--- src/shared/wft_pkg.sv ---
// Constants and types shared by the weak-feed trip logic
package wft_pkg;

    // Function mode: off, echo only, echo with trip
    typedef enum logic [1:0] {
        WFT_FN_OFF,
        WFT_FN_ECHO,
        WFT_FN_ECHO_TRIP
    } wft_fn_mode_type;

    // Clock and millisecond tick
    localparam int WFT_CLK_PERIOD_NS = 8;
    localparam int WFT_TICK_NS = 1000000;
    localparam int WFT_TICK_CYCLES = WFT_TICK_NS / WFT_CLK_PERIOD_NS;
    localparam int WFT_TICK_W = 17;

    // Timer widths, settings are in milliseconds up to 30000
    localparam int WFT_MS_W = 15;
    localparam logic [14:0] WFT_MS_MAX = 15'h7FFF;
    localparam logic [14:0] WFT_MS_ONE = 15'h0001;

    // Default settings, in milliseconds
    localparam logic [14:0] WFT_RX_STRETCH_DEF = 15'h028A;
    localparam logic [14:0] WFT_RES_STRETCH_DEF = 15'h0258;
    localparam logic [14:0] WFT_RES_ALARM_DEF = 15'h2710;
    localparam logic [14:0] WFT_SINGLE_DELAY_DEF = 15'h0190;
    localparam logic [14:0] WFT_MULTI_DELAY_DEF = 15'h03E8;

    // Residual hold before three-pole trip, 500 ms
    localparam int WFT_RES_HOLD_MS = 500;
    localparam logic [9:0] WFT_RES_HOLD = 10'(WFT_RES_HOLD_MS);
    localparam logic [9:0] WFT_RES_HOLD_MAX = 10'h3FF;

    // Undervoltage factor in hundredths, 10 to 100, default 70
    localparam logic [6:0] WFT_FACTOR_DEF = 7'h46;
    localparam logic [23:0] WFT_FACTOR_SCALE = 24'h000064;

    // Reference filter: time constant in seconds, 1 to 60, default 5
    localparam logic [5:0] WFT_TAU_DEF = 6'h05;
    localparam int WFT_REF_SHIFT = 10;
    localparam logic [15:0] WFT_REF_RESET = 16'h0000;

endpackage

--- src/rtl/wft_trip_logic.sv ---
// Weak-feed trip logic, voltage-ratio method, per phase
`timescale 1ns/1ps
`default_nettype none

// How it works
// - Receive plus phase undervoltage trips instantly
// - Other protection pickup blocks that phase
// - Receive signal stretched by set time
// - Overcurrent pickup latches phase out of pickup
// - Receive, no undervoltage, residual over 500ms trips
// - Residual flag extended by set time
// - Residual above threshold too long raises alarm
// - Instant element needs healthy channel
// - Per-phase block inputs suppress instant trips
// - Instant element enable setting, off never trips
// - Single-pole allow gates delayed single trips
// - Single-pole may require extended residual
// - Three-pole allow, else delayed multi-pole only reported
// - Delayed element trips after single/multi delay
// - Delayed element always or on channel fail
// - Voltage failure blocks undervoltage selection
// - Threshold is factor times reference voltage
// - Reference follows slowly with time constant
// - Below pole-open level means no undervoltage
// - Shared channel gives one combined echo
// - Trips only in echo-with-trip mode
// - Whole function off unless scope enabled
// - Outputs pickups, single and three-pole trips
module wft_trip_logic
    import wft_pkg::*;
#(
    parameter int TICK_CYCLES = WFT_TICK_CYCLES
) (
    // Clock and reset
    input wire logic clk_sys,
    input wire logic rst_n,
    // Configuration
    input wire logic scope_enabled,
    input wire wft_fn_mode_type function_mode,
    input wire logic instant_path_enable,
    input wire logic delayed_path_mode,
    input wire logic single_pole_allow,
    input wire logic single_pole_needs_residual,
    input wire logic three_pole_allow,
    input wire logic shared_channel_echo,
    input wire logic [14:0] rx_stretch_ms,
    input wire logic [14:0] residual_stretch,
    input wire logic [14:0] residual_alarm_delay,
    input wire logic [14:0] single_pole_delay,
    input wire logic [14:0] multi_pole_delay,
    input wire logic [6:0] uv_factor,
    input wire logic [5:0] ref_time_const,
    // Measurements
    input wire logic [15:0] phase_voltage [3],
    input wire logic [15:0] ref_voltage,
    input wire logic [15:0] pole_open_level,
    input wire logic residual_over,
    input wire logic voltage_fail,
    // Channel and blocking
    input wire logic remote_permit_receive,
    input wire logic channel_healthy,
    input wire logic [2:0] other_pickup,
    input wire logic [2:0] toc_pickup,
    input wire logic [2:0] block_instant,
    input wire logic block_delayed,
    input wire logic echo_req_distance,
    input wire logic echo_req_ground,
    // Indications and commands
    output logic [2:0] undervoltage,
    output logic [2:0] pickup,
    output logic [2:0] trip_1p,
    output logic trip_3p,
    output logic trip_residual,
    output logic trip_any,
    output logic multi_pole_report,
    output logic residual_alarm_flag,
    output logic echo_distance,
    output logic echo_ground,
    output logic echo_common
);

    typedef struct packed {
        logic [WFT_TICK_W-1:0] tick_cnt;
        logic tick;
        logic [14:0] rx_cnt;
        logic [14:0] res_cnt;
        logic [14:0] alarm_cnt;
        logic [9:0] hold_cnt;
        logic [14:0] del_cnt;
        logic [2:0] del_pat;
        logic [2:0] toc_latch;
        logic [15:0] ref_v;
        logic [5:0] tau_cnt;
        logic [2:0] uv;
        logic [2:0] pu;
        logic [2:0] t1p;
        logic t3p;
        logic tres;
        logic tany;
        logic mpr;
        logic alarm;
        logic e_dist;
        logic e_gnd;
        logic e_com;
    } wft_state_type;

    wft_state_type st;
    wft_state_type next_st;

    // Phase count of a set of picked-up phases
    function automatic logic [1:0] count3(input logic [2:0] v);
        count3 = {1'b0, v[0]} + {1'b0, v[1]} + {1'b0, v[2]};
    endfunction

    // Millisecond down-counter step, stops at zero
    function automatic logic [14:0] ms_down(input logic [14:0] c, input logic t);
        ms_down = (t && c != 15'h0000) ? c - WFT_MS_ONE : c;
    endfunction

    // Millisecond up-counter step, saturates
    function automatic logic [14:0] ms_up(input logic [14:0] c, input logic t);
        ms_up = (t && c != WFT_MS_MAX) ? c + WFT_MS_ONE : c;
    endfunction

    logic enabled;
    logic trip_mode;
    logic rx_active;
    logic res_ext;
    logic [2:0] uv_now;
    logic [2:0] blocked;
    logic [2:0] inst;
    logic [2:0] del_pu;
    logic inst_act;
    logic del_act;
    logic [23:0] lhs;
    logic [23:0] rhs;
    logic [16:0] diff;

    always_comb begin
        next_st = st;
        lhs = 24'h000000;
        rhs = 24'h000000;
        diff = 17'h00000;

        next_st.tick = 1'b0;
        if (st.tick_cnt == WFT_TICK_W'(TICK_CYCLES - 1)) begin
            next_st.tick_cnt = '0;
            next_st.tick = 1'b1;
        end else begin
            next_st.tick_cnt = st.tick_cnt + WFT_TICK_W'(1);
        end

        enabled = scope_enabled && function_mode != WFT_FN_OFF;
        trip_mode = enabled && function_mode == WFT_FN_ECHO_TRIP;

        // reference steps toward measurement every tau ms
        if (st.tick) begin
            if (st.tau_cnt + 6'h01 >= ref_time_const) begin
                next_st.tau_cnt = 6'h00;
                diff = {1'b0, ref_voltage} - {1'b0, st.ref_v};
                next_st.ref_v = st.ref_v
                    + 16'($signed(diff) >>> WFT_REF_SHIFT)
                    + {15'h0000, diff[16] ? 1'b0 : (diff != 17'h00000)};
            end else begin
                next_st.tau_cnt = st.tau_cnt + 6'h01;
            end
        end

        // Undervoltage per phase
        for (int p = 0; p < 3; p++) begin
            lhs = 24'(phase_voltage[p]) * WFT_FACTOR_SCALE;
            rhs = 24'(st.ref_v) * 24'(uv_factor);
            uv_now[p] = enabled && !voltage_fail
                && phase_voltage[p] >= pole_open_level && lhs < rhs;
        end

        // latch after overcurrent pickup, released when function off
        next_st.toc_latch = enabled ? (st.toc_latch | toc_pickup) : 3'b000;
        // other pickup and latch block the phase
        blocked = other_pickup | st.toc_latch | toc_pickup;

        if (remote_permit_receive) begin
            next_st.rx_cnt = rx_stretch_ms;
        end else begin
            next_st.rx_cnt = ms_down(st.rx_cnt, st.tick);
        end
        rx_active = remote_permit_receive || st.rx_cnt != 15'h0000;

        if (residual_over) begin
            next_st.res_cnt = residual_stretch;
        end else begin
            next_st.res_cnt = ms_down(st.res_cnt, st.tick);
        end
        res_ext = residual_over || st.res_cnt != 15'h0000;

        next_st.alarm_cnt = residual_over ? ms_up(st.alarm_cnt, st.tick) : 15'h0000;
        next_st.alarm = enabled && residual_over && st.alarm_cnt > residual_alarm_delay;

        // receive, no undervoltage, residual held over 500 ms
        if (enabled && rx_active && uv_now == 3'b000 && res_ext) begin
            if (st.tick && st.hold_cnt != WFT_RES_HOLD_MAX) begin
                next_st.hold_cnt = st.hold_cnt + 10'h001;
            end
        end else begin
            next_st.hold_cnt = 10'h000;
        end
        next_st.tres = trip_mode && st.hold_cnt > WFT_RES_HOLD;

        inst_act = trip_mode && instant_path_enable && channel_healthy;
        inst = (inst_act && rx_active) ? (uv_now & ~blocked & ~block_instant) : 3'b000;

        del_act = enabled && !block_delayed && (delayed_path_mode || !channel_healthy);
        del_pu = del_act ? (uv_now & ~blocked) : 3'b000;

        // delay restarts whenever the phase set changes
        next_st.del_pat = del_pu;
        if (del_pu == 3'b000 || del_pu != st.del_pat) begin
            next_st.del_cnt = 15'h0000;
        end else begin
            next_st.del_cnt = ms_up(st.del_cnt, st.tick);
        end

        next_st.t1p = 3'b000;
        next_st.t3p = 1'b0;
        next_st.mpr = 1'b0;
        if (count3(inst) == 2'h1) begin
            next_st.t1p = inst;
        end else if (inst != 3'b000) begin
            next_st.t3p = 1'b1;
        end
        if (count3(st.del_pat) == 2'h1 && del_pu == st.del_pat
                && st.del_cnt >= single_pole_delay) begin
            if (trip_mode && single_pole_allow && (!single_pole_needs_residual || res_ext)) begin
                next_st.t1p = next_st.t1p | st.del_pat;
            end
        end
        if (count3(st.del_pat) > 2'h1 && del_pu == st.del_pat) begin
            next_st.mpr = 1'b1;
            if (trip_mode && three_pole_allow && st.del_cnt >= multi_pole_delay) begin
                next_st.t3p = 1'b1;
            end
        end
        if (next_st.tres) begin
            next_st.t3p = 1'b1;
        end
        if (next_st.t3p) begin
            next_st.t1p = 3'b000;
        end
        next_st.uv = uv_now;
        next_st.pu = inst | del_pu;
        next_st.tany = next_st.t3p || next_st.t1p != 3'b000;

        // shared channel sends one combined echo
        if (!enabled) begin
            next_st.e_dist = 1'b0;
            next_st.e_gnd = 1'b0;
            next_st.e_com = 1'b0;
        end else if (shared_channel_echo) begin
            next_st.e_dist = 1'b0;
            next_st.e_gnd = 1'b0;
            next_st.e_com = echo_req_distance || echo_req_ground;
        end else begin
            next_st.e_dist = echo_req_distance;
            next_st.e_gnd = echo_req_ground;
            next_st.e_com = 1'b0;
        end
    end

    always_ff @(posedge clk_sys or negedge rst_n) begin
        if (!rst_n) begin
            st <= '0;
        end else begin
            st <= next_st;
        end
    end

    assign undervoltage = st.uv;
    assign pickup = st.pu;
    assign trip_1p = st.t1p;
    assign trip_3p = st.t3p;
    assign trip_residual = st.tres;
    assign trip_any = st.tany;
    assign multi_pole_report = st.mpr;
    assign residual_alarm_flag = st.alarm;
    assign echo_distance = st.e_dist;
    assign echo_ground = st.e_gnd;
    assign echo_common = st.e_com;
endmodule

`default_nettype wire

--- config.mk ---
export PLATFORM = sky130hd
export DESIGN_NAME = wft_trip_logic
export DESIGN_NICKNAME = d
export VERILOG_FILES = /design/src/shared/wft_pkg.sv /design/src/rtl/wft_trip_logic.sv
export SDC_FILE = /design/constraint.sdc
export NUM_CORES = 1
export LEC_CHECK = 0
export BUFFER_PORTS_ARGS = -buffer_cell sky130_fd_sc_hd__buf_2
export CORE_MARGIN = 1
export CORE_UTILIZATION = 55
export DETAILED_ROUTE_END_ITERATION = 7
export GPL_ROUTABILITY_DRIVEN = 1
export PLACE_DENSITY = 0.78
export SYNTH_ARGS = -nofsm -noshare
export SYNTH_HDL_FRONTEND = slang
export SYNTH_SLANG_ARGS = --single-unit
export TNS_END_PERCENT = 100
--- constraint.sdc ---
create_clock -name clk_sys -period 7.2 [get_ports clk_sys]
set_clock_uncertainty 0.2 [all_clocks]
set_input_delay 1.44 -clock clk_sys [delete_from_list [all_inputs] [get_ports clk_sys]]
set_output_delay 1.44 -clock clk_sys [all_outputs]
set_load 0.01 [all_outputs]
==> out/results.md <==
• 12.8 nW — leakage power figure
• register to register — worst min path class
• -1050 ps — final worst-path setup slack
• 87 — number of different library cells in the post-synthesis netlist
• 530 ps — Worst path max stage delay
• 5 — length of the first detailed-routing pass in iterations
• 133 — post-synthesis sequential element count
• 158 µV — Max rail drop VDD
• 55.7% — initial core utilization
• 146 mW/mm² — Cell Pwr Density
• 3195 — non-filler instance count after layout
• 3006 — Net Count, Synth
• 7 — Critical path buffers and inverters
• 100% — Post-synth ARST share
• 27.7% — Total Routing Usage GR
• 0 — initial antenna violation count
• input pin to register — kind of critical path
• 1030 ps — Worst-Margin Slew
• 0.0355 mm² — area inside the core boundary
• 83100 µm — global-route wire length before repair
• 38 — final setup violating endpoints
• 3.52 mW — PnR Total Power
• 0 — Max-cap violations
• 133 — total number of clock tree sinks
• 41200 µm — Detailed Place HPWL
• 0.0367 mm² — Die ar.
• complete, but fails checks — run status
• 0 — number of flops mapped to enable cells by yosys
• 0.881 — RD Place Congestion
• sky130_fd_sc_hd__fa_1 — master of the slowest instance on the critical path
• 2760 — number of filler cells placed in the layout
• 8350 ps — critical path arrival
• 0.0198 mm² — post-synthesis instance area
• 3408 — Final Net Count
• 22.0% — share of layout cells above drive strength 1
• 0 — final hold vios
• done — CTS tree
• 68.0% — final core utilization
• 211 — IO Port Bufs
• 3143 — number of placed cells counting well taps
• 17 — number of buffers added by the clock tree synthesis step
• sky130_fd_sc_hd__dfrtp_1 — dominant register cell in the synthesized netlist
• sky130_fd_sc_hd__fa_1 — cell type with the highest occurrence count on the critical path
• 18200 — via count of the first global-routing pass
• 5 — largest fanout of any net on the critical path
• 0.0155 mm² — footprint of the multi-input gates
• -1540 ps — worst setup slack after placement
• 0.00333 mm² — area taken by flip-flops and latches
• 430 ps — insertion delay of the later-clocked pin in the worst-skew pair
• 0 — hold buffers post-CTS
• sky130_fd_sc_hd__clkbuf_16 — CTS Root Buffer Type
• 5.58 — DR vias/cell
• 8.53 µm² — Mapped Avg Cell Area
• 0 — DRT antenna net count
• 0 — number of DRC violations after detailed routing
• 17800 — via count
• input pin — CP startpoint kind
• register — nature of the critical path endpoint
• 60 ps — CTS clock-pin slew for the worst setup and hold paths
• 0 — Yosys Warn Count
• 4 — CTS H-tree depth
• negative setup slack — failing checks
• 212 — Top-Level Pins
• 22.0% — area overhead of the layout relative to synthesis
• 71 — maximum number of pins on one net before global-route repair
• 7300 ps — WP data required
• 50300 µm — sum of routed wire length over all layers
• 192 µm — width of the die
• 15.8 µm — routed len/inst
• 121 MHz — fmax
• 69 — row count
• 30.1% — worst rel slew slack
• 16.8% — sequential cell area fraction in the yosys report
• true — RSZ-0062 raised after global routing
• 192 µm — y dimension of the die
• 8250 ps — final critical path time including I/O delays and setup
• 830 — Starting DRT DRC Count
• 115% — share of the clock period used by the worst path after layout
• 0 — overflow left after global routing
• 2 — Max Buffers Root-to-Sink
• 2318 — cell count after synthesis
• 0 — Final Max Tran Viols
• adder cells — cell family with the largest share of critical-path delay
cells in the mapped netlist, types with 8 or more instances:
cell,count,area [µm²]
sky130_fd_sc_hd__nor4_1,15,93.8
sky130_fd_sc_hd__a211oi_1,18,135
sky130_fd_sc_hd__o21a_1,34,255
sky130_fd_sc_hd__nor2_2,8,50.1
sky130_fd_sc_hd__o2111ai_1,14,123
sky130_fd_sc_hd__a21boi_0,9,67.6
sky130_fd_sc_hd__nor2b_1,21,131
sky130_fd_sc_hd__dfrtp_1,133,3330
sky130_fd_sc_hd__nand2_1,174,653
sky130_fd_sc_hd__o211ai_1,15,113
sky130_fd_sc_hd__a21o_1,50,375
sky130_fd_sc_hd__and3_1,19,119
sky130_fd_sc_hd__a211o_1,12,105
sky130_fd_sc_hd__or4_1,8,60.1
sky130_fd_sc_hd__and2_1,93,582
sky130_fd_sc_hd__inv_1,377,1420
sky130_fd_sc_hd__or3_1,10,62.6
sky130_fd_sc_hd__fa_1,107,2140
sky130_fd_sc_hd__nor3_1,44,220
sky130_fd_sc_hd__buf_4,9,67.6
sky130_fd_sc_hd__nand4_1,21,131
sky130_fd_sc_hd__ha_1,386,4830
sky130_fd_sc_hd__xor2_1,57,499
sky130_fd_sc_hd__o31ai_1,11,82.6
sky130_fd_sc_hd__nand2b_1,27,169
sky130_fd_sc_hd__a21oi_1,102,510
sky130_fd_sc_hd__nand3_1,54,270
sky130_fd_sc_hd__nor2_1,132,495
sky130_fd_sc_hd__o21ai_0,106,531
sky130_fd_sc_hd__clkbuf_1,26,97.6
sky130_fd_sc_hd__xnor2_1,93,815
layout make-up:
type | instances | area share (%)
Clock inverter | 13 | 0.710
Timing Repair Buffer | 418 | 11.2
Inverter | 378 | 5.89
Clock buffer | 19 | 1.84
Antenna cell | 1 | 0.0104
Multi-Input combinational cell | 1772 | 64.2
Tap cell | 461 | 2.39
Sequential cell | 133 | 13.8
metrics by stage:
stage | cell area [µm²] | hold slack, ps | setup TNS [ps]
global placement | 22800 | 270 | -40940
finish | 24100 | 287 | -25720
CTS | 23900 | 285 | -19910
detailed placement | 22800 | 278 | -49720
floorplan | 20000 | 255 | -17890
global route | 24100 | 320 | -35240
final timing paths:
check                        startpoint        to  slack [ps]  cells past startpoint
min in group asynchronous         rst_n    st[57]         810                      1
setup / recovery           uv_factor[3]  trip_any       -1050                     34
hold reg to reg                 st[116]   st[116]         290                      1
hold / removal                  st[116]   st[116]         290                      1
setup reg to reg                 st[27]  trip_any        -440                     33
max in group asynchronous         rst_n    st[60]        4700                      2
cells by family (layout without fill, tap and decap cells):
family	after synthesis	count (layout)	share of synthesized area [%]
and+or+nand+nor	663	664	17.0
other	0	1	0
DFF	133	133	16.8
muxes	8	8	0.417
buffers and inverters	415	828	8.13
xor gates and xnor gates	151	151	6.72
adders and majority gates	496	496	35.4
AOI/OAI and AO/OA	452	453	15.5
layer usage:
metal / track usage, % / wire length (µm) / share of wire (%) / vias up
met4: 9.52 / 1520 / 3.0 / 0
met5: 0 / 0 / 0 / -
li1: - / - / - / 8715
met2: 49.8 / 25200 / 50 / 442
met3: 3.45 / 1900 / 3.8 / 110
met1: 33.9 / 21700 / 43 / 8568
registers in the layout (all words and copies together) (netlist names):
signal / flops
trip_any: 1
pickup: 3
residual_alarm_flag: 1
echo_distance: 1
trip_1p: 3
trip_3p: 1
trip_residual: 1
st: 116
multi_pole_report: 1
undervoltage: 3
echo_common: 1
echo_ground: 1
cells in the final DEF, fill, tap and decap left out, types with 10 or more instances in the layout:
cell and count:
sky130_fd_sc_hd__ha_4 11, sky130_fd_sc_hd__xnor2_1 89, sky130_fd_sc_hd__o211ai_1 15, sky130_fd_sc_hd__and2_4 13, sky130_fd_sc_hd__a21o_1 50, sky130_fd_sc_hd__a21oi_2 18, sky130_fd_sc_hd__ha_1 374, sky130_fd_sc_hd__a211o_1 12
sky130_fd_sc_hd__o2111ai_1 11, sky130_fd_sc_hd__clkbuf_16 17, sky130_fd_sc_hd__nor4_1 15, sky130_fd_sc_hd__nor2_2 15, sky130_fd_sc_hd__a211oi_1 16, sky130_fd_sc_hd__and2_1 80, sky130_fd_sc_hd__a21oi_1 84, sky130_fd_sc_hd__nand3_1 53
sky130_fd_sc_hd__inv_1 368, sky130_fd_sc_hd__dfrtp_1 133, sky130_fd_sc_hd__xor2_1 55, sky130_fd_sc_hd__nor3_1 42, sky130_fd_sc_hd__buf_2 204, sky130_fd_sc_hd__nand4_1 21, sky130_fd_sc_hd__buf_6 10, sky130_fd_sc_hd__and3_1 19
sky130_fd_sc_hd__fa_1 106, sky130_fd_sc_hd__o21a_1 34, sky130_fd_sc_hd__o21ai_0 92, sky130_fd_sc_hd__nor2_1 123, sky130_fd_sc_hd__buf_4 202, sky130_fd_sc_hd__nand2b_1 26, sky130_fd_sc_hd__nor2b_1 20, sky130_fd_sc_hd__nand2_1 167
report_power, final:
part	internal (mW)	switching, mW	total [mW]
Clock	0.559	0.352	0.911
Combinational	0.826	0.996	1.82
Sequential	0.766	0.0161	0.782
Total	2.15	1.36	3.52
what timing repair did:
action / in CTS / in global routing
gates resized for setup: 89 / 45
pin swaps: 50 / 43
setup buffers: 12 / 6
gates cloned: 3 / 0
setup endpoints to repair: 40 / 44
(Power assumes the default switching activity.)
